$ cat src/design/cbp_consts.svh
// Purpose: offsets, field positions, reset values of the pin config bytes
// Assumes: byte-wide register port, addresses are the byte numbers
// Notes:   definitions only
// Operation
// - stop-state field, byte 11 bits 1:0, sets disabled output drive; default 00.
// - feedback impedance field, byte 11 bits 7:6: 33, 85, 100 ohm; 11 reserved.
// - four output impedance fields in bytes 12 and 13, same encoding.
// - impedance fields power up at a variant-dependent default (10 or 01).
// - bytes 14 to 16 hold two-bit pull selects per control pin.
// - enable pins default pull-down, bandwidth pin both, power-good pin pull-up.
// - byte 18 polarity bit per enable pin; 0 enables on low, 1 on high.
// - byte 19 bit 0: 0 powers down on low pin, 1 on high.
// - restore bit 1 keeps configuration in power-down; 0 clears it.
`ifndef CBP_CONSTS_SVH
`define CBP_CONSTS_SVH

// ------------------------------------------------------------------
// byte addresses
// ------------------------------------------------------------------
`define CBP_ADDR_STOP_FB   8'h0B
`define CBP_ADDR_IMP_A     8'h0C
`define CBP_ADDR_IMP_B     8'h0D
`define CBP_ADDR_PULL_A    8'h0E
`define CBP_ADDR_PULL_B    8'h0F
`define CBP_ADDR_PULL_CTL  8'h10
`define CBP_ADDR_RSVD17    8'h11
`define CBP_ADDR_OE_POL    8'h12
`define CBP_ADDR_PD_POL    8'h13

// ------------------------------------------------------------------
// field positions and reset values
// ------------------------------------------------------------------
`define CBP_IMP_RSVD       2'h3
`define CBP_IMP_100        2'h2
`define CBP_IMP_85         2'h1
`define CBP_STOP_RST       2'h0
`define CBP_PULL_OE_RST    2'h1
`define CBP_PULL_BW_RST    2'h3
`define CBP_PULL_PG_RST    2'h2
`define CBP_PULL_B_RSVD    2'h1
`define CBP_RSVD_BYTE      8'h00

`endif

$ cat src/design/cbp_pkg.sv
// Purpose: types of the pin config register bank
// Assumes: nothing
// Notes:   encodings as the field values
package cbp_pkg;
  typedef enum logic [1:0] {
    CBP_STOP_LOW_LOW  = 2'h0,
    CBP_STOP_HIZ      = 2'h1,
    CBP_STOP_HIGH_LOW = 2'h2,
    CBP_STOP_LOW_HIGH = 2'h3
  } cbp_stop_t;
endpackage : cbp_pkg

$ cat src/design/cbp_regs.sv
// Purpose: pin config bytes 11 to 19 of a four-output clock buffer
// Assumes: byte port strobes come from the serial bus engine, one clock
// Notes:   read data one cycle after the read strobe
`timescale 1ns/10ps
`default_nettype none
`include "cbp_consts.svh"
module cbp_regs #(
  parameter logic [1:0] IMP_DEFAULT = `CBP_IMP_100
) (
  input  wire logic                 i_clk,
  input  wire logic                 i_resetn,
  input  wire logic                 i_wr_en,
  input  wire logic                 i_rd_en,
  input  wire logic [7:0]           i_addr,
  input  wire logic [7:0]           i_wdata,
  input  wire logic                 i_pd_restore,
  input  wire logic [3:0]           i_enable_pin,
  input  wire logic                 i_power_good_powerdown_pin,
  output var  logic [7:0]           o_rdata,
  output var  logic                 o_rd_valid,
  output var  cbp_pkg::cbp_stop_t   o_stop_state_sel,
  output var  logic                 o_stop_true_level,
  output var  logic                 o_stop_comp_level,
  output var  logic                 o_stop_hiz,
  output logic      [1:0]           o_feedback_impedance_sel,
  output logic      [3:0][1:0]      o_out_impedance_sel,
  output var  logic [3:0][1:0]      o_enable_pin_pull_sel,
  output var  logic [1:0]           o_bandwidth_bypass_pull_sel,
  output var  logic [1:0]           o_power_good_pull_sel,
  output var  logic [3:0]           o_enable_pin_polarity,
  output var  logic                 o_powerdown_pin_polarity,
  output var  logic [3:0]           o_output_enabled,
  output var  logic                 o_power_down_state
);
  import cbp_pkg::*;

  // ------------------------------------------------------------------
  // next-state signals
  // ------------------------------------------------------------------
  cbp_stop_t       next_stop;
  logic            next_true;
  logic            next_comp;
  logic            next_hiz;
  logic [3:0][1:0] next_oe_pull;
  logic [1:0]      next_bw_pull;
  logic [1:0]      next_pg_pull;
  logic [3:0]      next_oe_pol;
  logic            next_pd_pol;
  logic [7:0]      next_rdata;
  logic            next_rd_valid;
  logic [3:0]      next_out_en;
  logic            next_pd;
  logic            pd_clear;
  logic [4:0]      imp_wr;
  logic [4:0][1:0] imp_wd;
  logic [4:0][1:0] imp_q;

  // clearing waits for the registered power-down state, so a glitch on the
  // pin wipes the configuration only if a clock edge samples it
  assign pd_clear = o_power_down_state && !i_pd_restore;

  // ------------------------------------------------------------------
  // impedance fields: feedback is entry 0, outputs are 1..4
  // ------------------------------------------------------------------
  always_comb begin
    imp_wr    = 5'h00;
    imp_wd[0] = i_wdata[7:6];
    imp_wd[1] = i_wdata[3:2];
    imp_wd[2] = i_wdata[7:6];
    imp_wd[3] = i_wdata[1:0];
    imp_wd[4] = i_wdata[5:4];
    if (i_wr_en && i_addr == `CBP_ADDR_STOP_FB) begin
      imp_wr[0] = 1'b1;
    end else if (i_wr_en && i_addr == `CBP_ADDR_IMP_A) begin
      imp_wr[2:1] = 2'h3;
    end else if (i_wr_en && i_addr == `CBP_ADDR_IMP_B) begin
      imp_wr[4:3] = 2'h3;
    end
  end

  genvar k;
  generate
    for (k = 0; k < 5; k = k + 1) begin : g_imp
      cbp_imp_field #(.RST(IMP_DEFAULT)) u_field (
        .i_clk    (i_clk),
        .i_resetn (i_resetn),
        .i_wr     (imp_wr[k]),
        .i_wdata  (imp_wd[k]),
        .i_clear  (pd_clear),
        .o_sel    (imp_q[k])
      );
    end
  endgenerate

  assign o_feedback_impedance_sel = imp_q[0];
  assign o_out_impedance_sel      = imp_q[4:1];

  // ------------------------------------------------------------------
  // control fields, pin qualification and read port
  // ------------------------------------------------------------------
  always_comb begin
    next_stop     = o_stop_state_sel;
    next_oe_pull  = o_enable_pin_pull_sel;
    next_bw_pull  = o_bandwidth_bypass_pull_sel;
    next_pg_pull  = o_power_good_pull_sel;
    next_oe_pol   = o_enable_pin_polarity;
    next_pd_pol   = o_powerdown_pin_polarity;
    if (pd_clear) begin
      next_stop    = cbp_stop_t'(`CBP_STOP_RST);
      next_oe_pull = {4{`CBP_PULL_OE_RST}};
      next_bw_pull = `CBP_PULL_BW_RST;
      next_pg_pull = `CBP_PULL_PG_RST;
      next_oe_pol  = 4'h0;
      next_pd_pol  = 1'b0;
    end else if (i_wr_en) begin
      // reserved bits are dropped here; reads return fixed values for them, 01 in byte 15 bits 3:2
      if (i_addr == `CBP_ADDR_STOP_FB) begin
        next_stop = cbp_stop_t'(i_wdata[1:0]);
      end else if (i_addr == `CBP_ADDR_PULL_A) begin
        next_oe_pull[1] = i_wdata[7:6];
        next_oe_pull[0] = i_wdata[3:2];
      end else if (i_addr == `CBP_ADDR_PULL_B) begin
        next_oe_pull[3] = i_wdata[5:4];
        next_oe_pull[2] = i_wdata[1:0];
      end else if (i_addr == `CBP_ADDR_PULL_CTL) begin
        next_bw_pull = i_wdata[3:2];
        next_pg_pull = i_wdata[1:0];
      end else if (i_addr == `CBP_ADDR_OE_POL) begin
        next_oe_pol = {i_wdata[6], i_wdata[4], i_wdata[3], i_wdata[1]};
      end else if (i_addr == `CBP_ADDR_PD_POL) begin
        next_pd_pol = i_wdata[0];
      end
    end
    next_true = (o_stop_state_sel == CBP_STOP_HIGH_LOW);
    next_comp = (o_stop_state_sel == CBP_STOP_LOW_HIGH);
    next_hiz  = (o_stop_state_sel == CBP_STOP_HIZ);
    next_out_en = ~(i_enable_pin ^ o_enable_pin_polarity);
    next_pd     = ~(i_power_good_powerdown_pin ^ o_powerdown_pin_polarity);
    next_rd_valid = i_rd_en;
    next_rdata    = `CBP_RSVD_BYTE;
    if (i_addr == `CBP_ADDR_STOP_FB) begin
      next_rdata = {imp_q[0], 4'h0, o_stop_state_sel};
    end else if (i_addr == `CBP_ADDR_IMP_A) begin
      next_rdata = {imp_q[2], 2'h0, imp_q[1], 2'h0};
    end else if (i_addr == `CBP_ADDR_IMP_B) begin
      next_rdata = {2'h0, imp_q[4], 2'h0, imp_q[3]};
    end else if (i_addr == `CBP_ADDR_PULL_A) begin
      next_rdata = {o_enable_pin_pull_sel[1], 2'h0, o_enable_pin_pull_sel[0], 2'h0};
    end else if (i_addr == `CBP_ADDR_PULL_B) begin
      next_rdata = {2'h0, o_enable_pin_pull_sel[3], `CBP_PULL_B_RSVD,
                    o_enable_pin_pull_sel[2]};
    end else if (i_addr == `CBP_ADDR_PULL_CTL) begin
      next_rdata = {4'h0, o_bandwidth_bypass_pull_sel, o_power_good_pull_sel};
    end else if (i_addr == `CBP_ADDR_OE_POL) begin
      next_rdata = {1'b0, o_enable_pin_polarity[3], 1'b0, o_enable_pin_polarity[2],
                    o_enable_pin_polarity[1], 1'b0, o_enable_pin_polarity[0], 1'b0};
    end else if (i_addr == `CBP_ADDR_PD_POL) begin
      next_rdata = {7'h00, o_powerdown_pin_polarity};
    end
    if (!i_rd_en) begin
      next_rdata = o_rdata;
    end
  end

  always_ff @(posedge i_clk) begin
    if (!i_resetn) begin
      o_stop_state_sel            <= cbp_stop_t'(`CBP_STOP_RST);
      o_enable_pin_pull_sel       <= {4{`CBP_PULL_OE_RST}};
      o_bandwidth_bypass_pull_sel <= `CBP_PULL_BW_RST;
      o_power_good_pull_sel       <= `CBP_PULL_PG_RST;
      o_enable_pin_polarity       <= 4'h0;
      o_powerdown_pin_polarity    <= 1'b0;
      o_stop_true_level           <= 1'b0;
      o_stop_comp_level           <= 1'b0;
      o_stop_hiz                  <= 1'b0;
      o_output_enabled            <= 4'h0;
      o_power_down_state          <= 1'b0;
      o_rdata                     <= 8'h00;
      o_rd_valid                  <= 1'b0;
    end else begin
      o_stop_state_sel            <= next_stop;
      o_enable_pin_pull_sel       <= next_oe_pull;
      o_bandwidth_bypass_pull_sel <= next_bw_pull;
      o_power_good_pull_sel       <= next_pg_pull;
      o_enable_pin_polarity       <= next_oe_pol;
      o_powerdown_pin_polarity    <= next_pd_pol;
      o_stop_true_level           <= next_true;
      o_stop_comp_level           <= next_comp;
      o_stop_hiz                  <= next_hiz;
      o_output_enabled            <= next_out_en;
      o_power_down_state          <= next_pd;
      o_rdata                     <= next_rdata;
      o_rd_valid                  <= next_rd_valid;
    end
  end
endmodule : cbp_regs
`default_nettype wire

$ cat src/design/cbp_imp_field.sv
// Purpose: one two-bit output impedance select
// Assumes: write strobe already decoded
// Notes:   reserved code is refused, field keeps its value
`timescale 1ns/10ps
`default_nettype none
`include "cbp_consts.svh"
module cbp_imp_field #(
  parameter logic [1:0] RST = `CBP_IMP_100
) (
  input  wire logic       i_clk,
  input  wire logic       i_resetn,
  input  wire logic       i_wr,
  input  wire logic [1:0] i_wdata,
  input  wire logic       i_clear,
  output var  logic [1:0] o_sel
);
  import cbp_pkg::*;
  logic [1:0] next_sel;

  always_comb begin
    next_sel = o_sel;
    if (i_clear) begin
      next_sel = RST;
    end else if (i_wr && (i_wdata != `CBP_IMP_RSVD)) begin
      next_sel = i_wdata;
    end
  end

  always_ff @(posedge i_clk) begin
    if (!i_resetn) begin
      o_sel <= RST;
    end else begin
      o_sel <= next_sel;
    end
  end
endmodule : cbp_imp_field
`default_nettype wire

$ cat config.mk
export PLATFORM = sky130hd
export DESIGN_NAME = cbp_regs
export DESIGN_NICKNAME = d
export VERILOG_FILES = /design/src/design/cbp_pkg.sv /design/src/design/cbp_regs.sv /design/src/design/cbp_imp_field.sv
export VERILOG_INCLUDE_DIRS = /design/src /design/src/design
export SDC_FILE = /design/constraint.sdc
export NUM_CORES = 1
export LEC_CHECK = 0
export ABC_CLOCK_PERIOD_IN_PS = 2100
export BUFFER_PORTS_ARGS = -buffer_cell sky130_fd_sc_hd__buf_2
export CORE_MARGIN = 2
export CORE_UTILIZATION = 31
export CTS_BUF_LIST = sky130_fd_sc_hd__clkbuf_4 sky130_fd_sc_hd__clkbuf_8 sky130_fd_sc_hd__clkbuf_16
export CTS_CLUSTER_SIZE = 10
export DETAILED_ROUTE_END_ITERATION = 10
export PLACE_DENSITY = 0.58
export SYNTH_ARGS = -nofsm -noshare
export SYNTH_HDL_FRONTEND = slang
export SYNTH_SLANG_ARGS = --single-unit
$ cat constraint.sdc
create_clock -name i_clk -period 2.1 [get_ports i_clk]
set_input_delay 0.105 -clock i_clk [delete_from_list [all_inputs] [get_ports i_clk]]
set_output_delay 0.105 -clock i_clk [all_outputs]
set_load 0.03 [all_outputs]
After elaboration in Yosys (flattened, before gate mapping)
Cells that the tools add are included.
{ "classes": {"reduce_logical": 17, "eq_ne": 15, "bitwise_logic": 10, "muxes": 13} }
{ "op_table": {"columns": ["cell", "count"], "rows": [
  ["8-bit by 4-bit == test with 1-bit output, second input constant", 5],
  ["8-bit 2-to-1 mux", 4],
  ["8-bit by 5-bit == test with 1-bit output, second input constant", 3],
  ["7-bit 2-to-1 mux", 3],
  ["1-bit logical AND", 9],
  ["2-bit inequality test, second input constant", 4],
  ["1-bit NOT", 7],
  ["7-bit AND reduction", 1],
  ["2-bit 2-to-1 mux", 3],
  ["6-bit AND reduction", 1],
  ["5-bit AND reduction", 1],
  ["2-bit == test, second input constant", 2],
  ["4-bit 2-to-1 mux", 1],
  ["4-bit NOT", 1],
  ["4-bit AND reduction", 1],
  ["4-bit XOR", 1],
  ["3-bit AND reduction", 1],
  ["2-bit by 1-bit == test with 1-bit output, second input constant", 1],
  ["1-bit 2-to-1 mux", 2],
  ["2-bit AND reduction", 1],
  ["2-bit OR reduction", 1],
  ["1-bit zero test", 1],
  ["1-bit XOR", 1]
]} }
{ "word_totals": {"out_inout_bits": 46, "word_cells": 76, "input_bits": 26, "register_bits": 46} }

Depth between registers and ports, before layout
Gate-level depths: netlist of run 1.
{ "depth": {"ltp_word": 9, "mapped_depth": 6} }

Hierarchy
A second synthesis of run 1 with hierarchy kept.
{ "unflattened": {"hier_cells": 233, "area_unflattened_um2": 2183.3} }
{ "by_module_without_submodules": {"columns": ["module", "n_inst", "cells_each", "seq_area_each_um2", "area_each_um2"], "rows": [
  ["cbp_regs", 1, 193, 720.7, 1745.4],
  ["cbp_imp_field", 5, 8, 40.0, 87.6]
]} }

Worst setup path before layout of run 1
No wires, ideal clock.
{ "synth_timing": {"kind": "reg2reg", "from": "register g_imp[2].u_field.o_sel[0]", "to": "register o_rdata[6]", "setup_time_ns": 0.074, "t_arrival_ns": 1.328, "path_slack_ns": 0.698, "n_path_buf": 0, "path_stages_with_launch": 5, "cell_sequence": "dfxtp_1 or4bb_1 a211oi_1 a221oi_1 o21ai_0"} }
{ "synth_via": {"elab_chain_cells": 2} }
{ "synth_lines": {"columns": ["element", "line", "source"], "rows": [
  ["start, declared", "cbp_imp_field.sv:15", "output var logic [1:0] o_sel"],
  ["start signal, assigned", "cbp_imp_field.sv:33", "o_sel <= next_sel;"],
  ["8-bit 2-to-1 mux", "cbp_regs.sv:143", "end else if (i_addr == `CBP_ADDR_IMP_A) begin"],
  ["8-bit 2-to-1 mux", "cbp_regs.sv:141", "if (i_addr == `CBP_ADDR_STOP_FB) begin"],
  ["end signal, assigned", "cbp_regs.sv:192", "o_rdata <= next_rdata;"],
  ["end, declared", "cbp_regs.sv:19", "output var logic [7:0] o_rdata,"]
]} }
Every way passes these cells.
A chain may end at the register's enable or synchronous reset.

Worst setup path in the final report of run 1
Same ends and word-level chain as after synthesis.

==> impl_metrics.yaml, run 1 <==
clock_tree:
  cts.sinks: 46
  cts_resized: 0
  clk_latency_ps: 300
  cts_tree: "built"
  cts_setup_buffers: 0
  htreeDepth: 2
  clockBufferDepth: 2
  clkTransAtPathRegs_ps: 90
  clockRootBuffer: "clkbuf_8"
  hold_buffers: 0
  cts_made_buffers: 5
synthesis:
  synth-edff-count: 0
  syn-num-nets: 244
  yosys.area_share.simple: 0.2433
  synthMuxAreaShare: 0.1252
  syn_inst: 218
  synth_top_family_by_area: "simple AND/OR/NAND/NOR gates"
  netlist_area_sq_mm: 0.002098
  synthArstFlopShare: 0
  synth_fa_ha_area_frac: 0
  synthDistinctLibCells: 48
  synth_ff_type: "dfxtp_1"
  ys_seq_elements: 46
  synth-xor-area-share: 0.02087
  ys_warn_count: 0
  ys_seq_area_frac: 0.4389
  syn_avg_cell_area_sq_um: 9.625
  synth_compound_area_frac: 0.1467
critical_path:
  worst_setup_path_start_kind: "flop"
  crit_path_end_kind: "flop"
  required_ps: 2330
  worst-path-max-fanout: 3
  worstSetupPathType: "flop to flop"
  cp-startpoint: "g_imp[2].u_field.o_sel[0]"
  crit_arrival_ps: 1590
  rr_startpoint: "g_imp[2].u_field.o_sel[0]"
placed_design:
  port_buffers: 71
  dp_hpwl_um: 4369
  routabilityCongestion: 0.8006
power_and_ir_drop:
  power_density_mw_per_mm2: 621.6
  max-vdd-ir-drop_v: 0.0002332
  leakage_nw: 1.254
sta:
  period_share: 0.6472
  slew_headroom: 0.5632
  worst_pin_slew_ps: 655.3
  maxSlewViolCount: 0
  tns_ps: 0
  rsz0062_at_grt: "false"
  holdWs_ps: 72.67
  setup_viol: 0
  fin_crit_ps: 1359
  fin_worst_skew_ps: 3.695
  max_freq_mhz: 735.8
  hold_viol: 0
grt:
  antenna_found_initial: 0
  grt_max_degree: 23
  grt_usage: 0.1632
  grt_pass1_wl_um: 9473
  grt.overflow.total: 0
  grt_pass1_vias: 1826
final_layout:
  drive_above_1_share: 0.3287
  nets: 314
  fillers: 676
  antenna-diode-count: 0
  area_delta_synth_final_pct: 24.63
flow_run:
  timing.max_cap.violations: 0
worst_hold_path:
  worst_hold_startpoint: "i_wdata[5]"
  hold_path_class: "primary input to flop"
detailed_routing:
  drt-total-wl_um: 5881
  num_vias: 1870
  drt-initial-drc-count: 84
  ant_nets: 0
  detailedRoute.firstPassIterationCount: 4
  via_per_inst: 5.109
  post_drt_wl_per_cell_um: 16.07
  drcViolationCount: 0
floorplan:
  io_pins: 72
  num_rows: 29
  die_x_um: 86.27
  start_util: 0.3249
  core-area_sq_mm: 0.006459
  die_h_um: 86.27
  die_area_sq_mm: 0.007443
outcome:
  status: "completed"
[synth_stat cells, types with 2 or more instances]
library cell	n	area [sq um]
and3b_1	3	26.28
buf_2	3	15.01
inv_1	4	15.01
and2_1	7	43.79
o221a_2	4	45.04
xnor2_1	5	43.79
nand2_1	19	71.32
o21ai_0	12	60.06
nand3_1	5	25.02
a211oi_1	2	15.01
nand2b_1	3	18.77
a31oi_1	2	12.51
nor2b_1	2	12.51
nor3_1	2	10.01
or3_1	2	12.51
mux2_2	2	22.52
o21ba_2	3	30.03
nor2_1	19	71.32
dfxtp_1	46	920.9
nor3b_1	2	15.01
nand4_1	4	25.02
o21a_1	2	15.01
nand3b_1	3	22.52
o211a_1	2	20.02
and3_1	4	25.02
a21oi_1	5	25.02
clkbuf_1	6	22.52
o2111ai_1	2	17.52
mux2i_1	24	240.2
[cell usage in the layout (no fill, tap or decap), types with 6 or more instances in the layout]
cell / Yosys / layout
and2_1: 7 / 7
buf_2: 3 / 71
clkbuf_8: 0 / 6
dfxtp_1: 46 / 46
mux2i_1: 24 / 24
nand2_1: 19 / 19
nor2_1: 19 / 19
o21ai_0: 12 / 12
[cell type report]
type                       instances  area (sq um)  share of cell area
multi-input combinational        159          1125              0.4301
sequential                        46         920.9              0.3522
timing repair buffer              72         362.8              0.1388
tap                               77         96.34             0.03684
clock buffer                       7         90.09             0.03445
inverter                           4         15.01            0.005742
clock inverter                     1         5.005            0.001914
[cells by family (layout without fill, tap and decap cells)]
| kind of cell | after synthesis | count (layout) |
|---|---|---|
| simple gates | 86 | 86 |
| mux | 26 | 26 |
| compound gates | 42 | 42 |
| flops | 46 | 46 |
| xor+xnor | 5 | 5 |
| buf+inv | 13 | 84 |
[worst paths after layout]
kind,to,cells past startpoint,slack (ps)
worst min-delay path,o_enable_pin_pull_sel[7],3,70
worst min register to register,o_rdata[6],2,480
worst max-delay path,o_rdata[6],4,740
worst max register to register,o_rdata[6],4,740
[power breakdown]
group	internal [mW]	switching, mW	total, mW
clock network	0.279	0.300	0.579
registers	0.880	0.00320	0.883
logic	0.0570	0.106	0.163
[flip-flops by register name (all words and copies together), names as in the netlist]
register,cells
o_enable_pin_pull_sel,8
o_bandwidth_bypass_pull_sel,2
o_stop_state_sel,2
g_imp.u_field.o_sel,10
o_rd_valid,1
o_stop_hiz,1
o_power_good_pull_sel,2
o_rdata,8
o_stop_comp_level,1
o_powerdown_pin_polarity,1
o_enable_pin_polarity,4
o_stop_true_level,1
o_power_down_state,1
o_output_enabled,4
[per-layer routing]
layer | share of wire | wire [um] | global-route usage | vias up
met1 | 0.49 | 2870 | 0.2192 | 873
li1 | - | - | - | 934
met3 | 0.056 | 327 | 0.04286 | 5
met2 | 0.44 | 2602 | 0.2558 | 58
met5 | 0 | 0 | 0 | -
met4 | 0.014 | 80 | 0.05398 | 0
[critical path: stages (launching register included)]
cell and delay (ps):
dfxtp_1 350, or4bb_1 400, a211oi_1 300, a221oi_1 100, o21ai_0 140
[per-stage QoR]
step                      total power [mW]    util  setup WS (ps)  cell area, sq um  cells
final                                1.626  0.4049          740.9              2615    366
after global routing                 1.689  0.4049          615.4              2615    366
after CTS                            1.642  0.4049          758.0              2615    366
after detailed placement             1.067  0.3902          548.5              2520    358
after global placement               1.066  0.3902          572.9              2520    358
after floorplan                     0.9924       -          698.0              2098    218
No activity file was read; power rests on OpenSTA's default activity.
==> run 2: changes to the inputs <==
- ABC_CLOCK_PERIOD_IN_PS: 2100 -> 1350
- clock period: 2.1 -> 1.35 ns (I/O delays scaled with it)
==> impl_metrics.yaml, run 2 (synthesized netlist as in run 1, its figures left out) <==
sta:
  max_freq_mhz: 803.4
  period_share: 0.9220
  fin_crit_ps: 1245
  slew_headroom: 0.7609
  rsz0062_at_grt: "false"
  setup_viol: 0
  maxSlewViolCount: 0
  worst_pin_slew_ps: 357.7
  fin_worst_skew_ps: 8.983
  hold_viol: 0
clock_tree:
  cts.sinks: 46
  clockBufferDepth: 2
  clkTransAtPathRegs_ps: 90
  clk_latency_ps: 300
  clockRootBuffer: "clkbuf_8"
  htreeDepth: 2
  hold_buffers: 0
  cts_setup_buffers: 0
  cts_made_buffers: 5
  cts_tree: "built"
  cts_resized: 0
detailed_routing:
  via_per_inst: 5.105
  detailedRoute.firstPassIterationCount: 4
  ant_nets: 0
  drt-total-wl_um: 5966
  drcViolationCount: 0
  num_vias: 1945
  post_drt_wl_per_cell_um: 15.66
  drt-initial-drc-count: 102
critical_path:
  crit_path_end_kind: "flop"
  worstSetupPathType: "flop to flop"
  worst-path-max-fanout: 3
  worst_setup_path_start_kind: "flop"
  required_ps: 1580
  crit_arrival_ps: 1480
final_layout:
  nets: 329
  instances_no_fill: 381
  antenna-diode-count: 0
  largest_registers: "g_imp.u_field.o_sel (10), o_enable_pin_pull_sel (8), o_rdata (8)"
  area_delta_synth_final_pct: 31.37
  fillers: 697
  largest_reg_flops: 10
  multi_input_area_sq_mm: 0.001134
  final_cell_mix: "71 x buf_2, 45 x dfxtp_1, 24 x mux2i_1, 19 x nor2_1, 19 x nand2_1"
  seq_area_sq_um: 922.1
  layout_commonest_cell: "buf_2"
  drive_above_1_share: 0.3717
  largest_register: "g_imp.u_field.o_sel"
floorplan:
  num_rows: 29
  start_util: 0.3249
  core-area_sq_mm: 0.006459
  io_pins: 72
  die_area_sq_mm: 0.007443
  die_h_um: 86.27
  die_x_um: 86.27
power_and_ir_drop:
  leakage_nw: 1.331
  max-vdd-ir-drop_v: 0.0003705
  power_density_mw_per_mm2: 978.1
  power_mw: 2.696
worst_hold_path:
  hold_path_class: "primary input to flop"
placed_design:
  dp_hpwl_um: 4510
  routabilityCongestion: 0.8190
  dp_cells: 373
  port_buffers: 71
grt:
  grt.overflow.total: 0
  grt_max_degree: 18
  grt_usage: 0.1611
  grt_pass1_wl_um: 9252
  grt_pass1_vias: 1750
  antenna_found_initial: 0
outcome:
  status: "completed"
flow_run:
  timing.max_cap.violations: 0
-- run 2: cell types whose count changed in the layout (fill, tap and decap cells not counted) --
| cell | before | now |
|---|---|---|
| o21ai_0 | 12 | 11 |
| o21ai_1 | 0 | 1 |
| a211oi_1 | 2 | 1 |
| bufinv_16 | 0 | 1 |
| dfxtp_1 | 46 | 45 |
| clkinv_2 | 1 | 0 |
| a211oi_2 | 0 | 1 |
| clkbuf_8 | 6 | 5 |
| or4bb_1 | 1 | 0 |
| or4bb_4 | 0 | 1 |
| clkinvlp_4 | 0 | 1 |
| buf_4 | 1 | 16 |
| dfxtp_2 | 0 | 1 |
-- run 2: path summary, 6_finish.rpt --
check	startpoint	end	slack, ps	cells past startpoint
setup / recovery	g_imp[2].u_field.o_sel[0]	o_rdata[6]	110	4
hold / removal	i_wdata[5]	o_enable_pin_pull_sel[7]	20	3
setup reg to reg	g_imp[2].u_field.o_sel[0]	o_rdata[6]	110	4
hold reg to reg	o_rdata[6]	o_rdata[6]	450	2
-- run 2: final cells by class --
class | instances | share of cell area
clock buffers | 6 | 0.02769
clock inverters | 2 | 0.01362
inverters | 4 | 0.005447
multi-input cells | 159 | 0.4113
flip-flops and latches | 46 | 0.3345
well taps | 77 | 0.03495
repair buffers | 87 | 0.1725
-- run 2: where the power goes --
| group | leakage (nW) | switching (mW) | internal [mW] | total [mW] |
|---|---|---|---|---|
| Combinational | 0.903 | 0.168 | 0.110 | 0.279 |
| Clock | 0.0548 | 0.471 | 0.573 | 1.04 |
| Sequential | 0.373 | 0.00474 | 1.37 | 1.37 |
| Total | 1.33 | 0.644 | 2.05 | 2.70 |
-- run 2: per-layer routing --
layer | vias up | wire length, um | track usage
met5 | - | 0 | 0
met4 | 0 | 60 | 0.04972
met3 | 4 | 362 | 0.03810
met2 | 71 | 2670 | 0.2382
met1 | 904 | 2872 | 0.2326
li1 | 966 | - | -
-- run 2: worst max-delay path, stage by stage, from the launching register on --
cell	delay, ps
dfxtp_2	340
or4bb_4	460
a211oi_2	180
a221oi_1	70
o21ai_1	130
-- run 2: through the flow --
stage | setup TNS [ps] | hold WS [ps] | util | area, sq um | setup WS [ps]
after detailed placement | -364.8 | 338.1 | 0.4078 | 2634 | -113.0
after floorplan | 0 | 191.3 | - | 2100 | 48.42
after global placement | -241.0 | 335.4 | 0.4078 | 2634 | -79.54
final | 0 | 15.58 | 0.4268 | 2756 | 105.3
after global routing | 0 | 25.15 | 0.4268 | 2756 | 2.308
after CTS | 0 | 17.80 | 0.4254 | 2748 | 74.35
==> run 3: changes to the inputs <==
- HOLD_SLACK_MARGIN: not set -> 0.03
==> impl_metrics.yaml, run 3 (synthesized netlist as in run 1, its figures left out) <==
critical_path:
  crit_arrival_ps: 1480
  critPathBufInv: 0
  crit_path_end_kind: "flop"
  cp_slowest_stage_delay_ps: 460
  r2r_cells: 4
  timing.rr.end: "o_rdata[6]"
  crit_slowest_cell: "or4bb_4"
  crit_chain: "or4bb_4 > a211oi_2 > a221oi_1 > o21ai_1"
  r2r_slack_ps: 100
  cp_top_family: "simple AND/OR/NAND/NOR gates"
  cp-startpoint: "g_imp[2].u_field.o_sel[0]"
  rr_startpoint: "g_imp[2].u_field.o_sel[0]"
  worstSetupPathType: "flop to flop"
  required_ps: 1580
  worst_setup_path_start_kind: "flop"
  worst-path-max-fanout: 3
final_layout:
  area_delta_synth_final_pct: 31.84
  largest_register: "g_imp.u_field.o_sel"
  largest_registers: "g_imp.u_field.o_sel (10), o_enable_pin_pull_sel (8), o_rdata (8)"
  fillers: 694
  drive_above_1_share: 0.3705
  post-route-util: 0.4283
  final_area_sq_mm: 0.002766
  final_cell_mix: "71 x buf_2, 45 x dfxtp_1, 24 x mux2i_1, 19 x nor2_1, 19 x nand2_1"
  largest_reg_flops: 10
  antenna-diode-count: 0
  layout_commonest_cell: "buf_2"
  nets: 330
sta:
  fin_crit_ps: 1246
  slew_headroom: 0.7660
  fin_worst_skew_ps: 9.164
  hold_viol: 0
  period_share: 0.9229
  setup_viol: 0
  maxSlewViolCount: 0
  setup_ws_ps: 104.1
  rsz0062_at_grt: "false"
  worst_pin_slew_ps: 350.0
  max_freq_mhz: 802.7
grt:
  grt_pass1_wl_um: 9266
  antenna_found_initial: 0
  grt_max_degree: 18
  grt_pass1_vias: 1753
  grt.overflow.total: 0
  grt_usage: 0.1613
clock_tree:
  clk_latency_ps: 300
  cts.sinks: 46
  cts_tree: "built"
  clockRootBuffer: "clkbuf_8"
  htreeDepth: 2
  cts_made_buffers: 5
  clockBufferDepth: 2
  clkTransAtPathRegs_ps: 80
placed_design:
  dp_hpwl_um: 4510
  port_buffers: 71
  postPlaceCellArea_sq_mm: 0.002634
  routabilityCongestion: 0.8190
  place_ws_ps: -113.0
detailed_routing:
  num_vias: 1944
  drt-total-wl_um: 5952
  drcViolationCount: 0
  detailedRoute.firstPassIterationCount: 4
  via_per_inst: 5.089
  drt-initial-drc-count: 112
  ant_nets: 0
  post_drt_wl_per_cell_um: 15.58
floorplan:
  start_util: 0.3249
  num_rows: 29
  core-area_sq_mm: 0.006459
  die_x_um: 86.27
  io_pins: 72
  die_area_sq_mm: 0.007443
  die_h_um: 86.27
outcome:
  status: "completed"
power_and_ir_drop:
  power_density_mw_per_mm2: 974.5
  leakage_nw: 1.335
  power_mw: 2.696
  max-vdd-ir-drop_v: 0.0003705
worst_hold_path:
  hold_path_class: "primary input to flop"
  whs_path_depth: 3
  holdPathEnd: "o_bandwidth_bypass_pull_sel[0]"
  worst_hold_startpoint: "i_wdata[2]"
flow_run:
  timing.max_cap.violations: 0
[run 3: repair_timing]
item | in CTS | in global routing
hold buffers | 1 | 0
endpoints found under the setup margin | 0 | 1
hold endpoints to repair | 1 | 0
gates resized for setup | 0 | 3
buffers inserted | 0 | 0
[run 3: layout make-up]
cell class	count	area (sq um)	share of cell area
multi-input combinational	159	1134	0.4098
sequential	46	922.1	0.3333
timing repair buffer	88	485.5	0.1755
tap	77	96.34	0.03483
clock buffer	6	76.32	0.02759
clock inverter	2	37.54	0.01357
inverter	4	15.01	0.005427
[run 3: metrics by stage]
step                hold slack (ps)  TNS [ps]  std cells
floorplan                     191.3         0        218
global placement              335.4    -241.0        373
detailed placement            338.1    -364.8        373
CTS                           32.43         0        382
global route                  37.50         0        382
finish                        36.10         0        382
[run 3: metal layers]
layer  GRT usage  vias to the layer above  wire [um]
met2      0.2382                       73       2623
met1      0.2332                      899       2900
met4     0.04972                        0         58
met5           0                        -          0
met3     0.03810                        4        369
li1            -                      968          -
[run 3: power breakdown]
part           switching, mW  internal [mW]  total, mW
sequential           0.00471           1.37       1.37
combinational          0.169          0.112      0.281
clock                  0.468          0.573       1.04
total                  0.642           2.05       2.70
[run 3: how the worst max path moves through the flow]
stage / endpoint / cells after the start / slack, ps
4_1_cts: o_rdata[6] / 4 / 70
3_5_place_dp: g_imp[0].u_field.o_sel[1] / 6 / -110
5_1_grt: o_rdata[6] / 4 / 2
2_1_floorplan: o_rdata[6] / 4 / 50
6_report: o_rdata[6] / 4 / 100
3_3_place_gp: g_imp[0].u_field.o_sel[0] / 5 / -80
[run 3: tightest hold or removal path, delay by kind of cell]
| family | cells | cell delay [ps] |
|---|---|---|
| buffers and inverters | 1 | 110 |
| and+or+nand+nor | 1 | 60 |
| muxes | 1 | 70 |
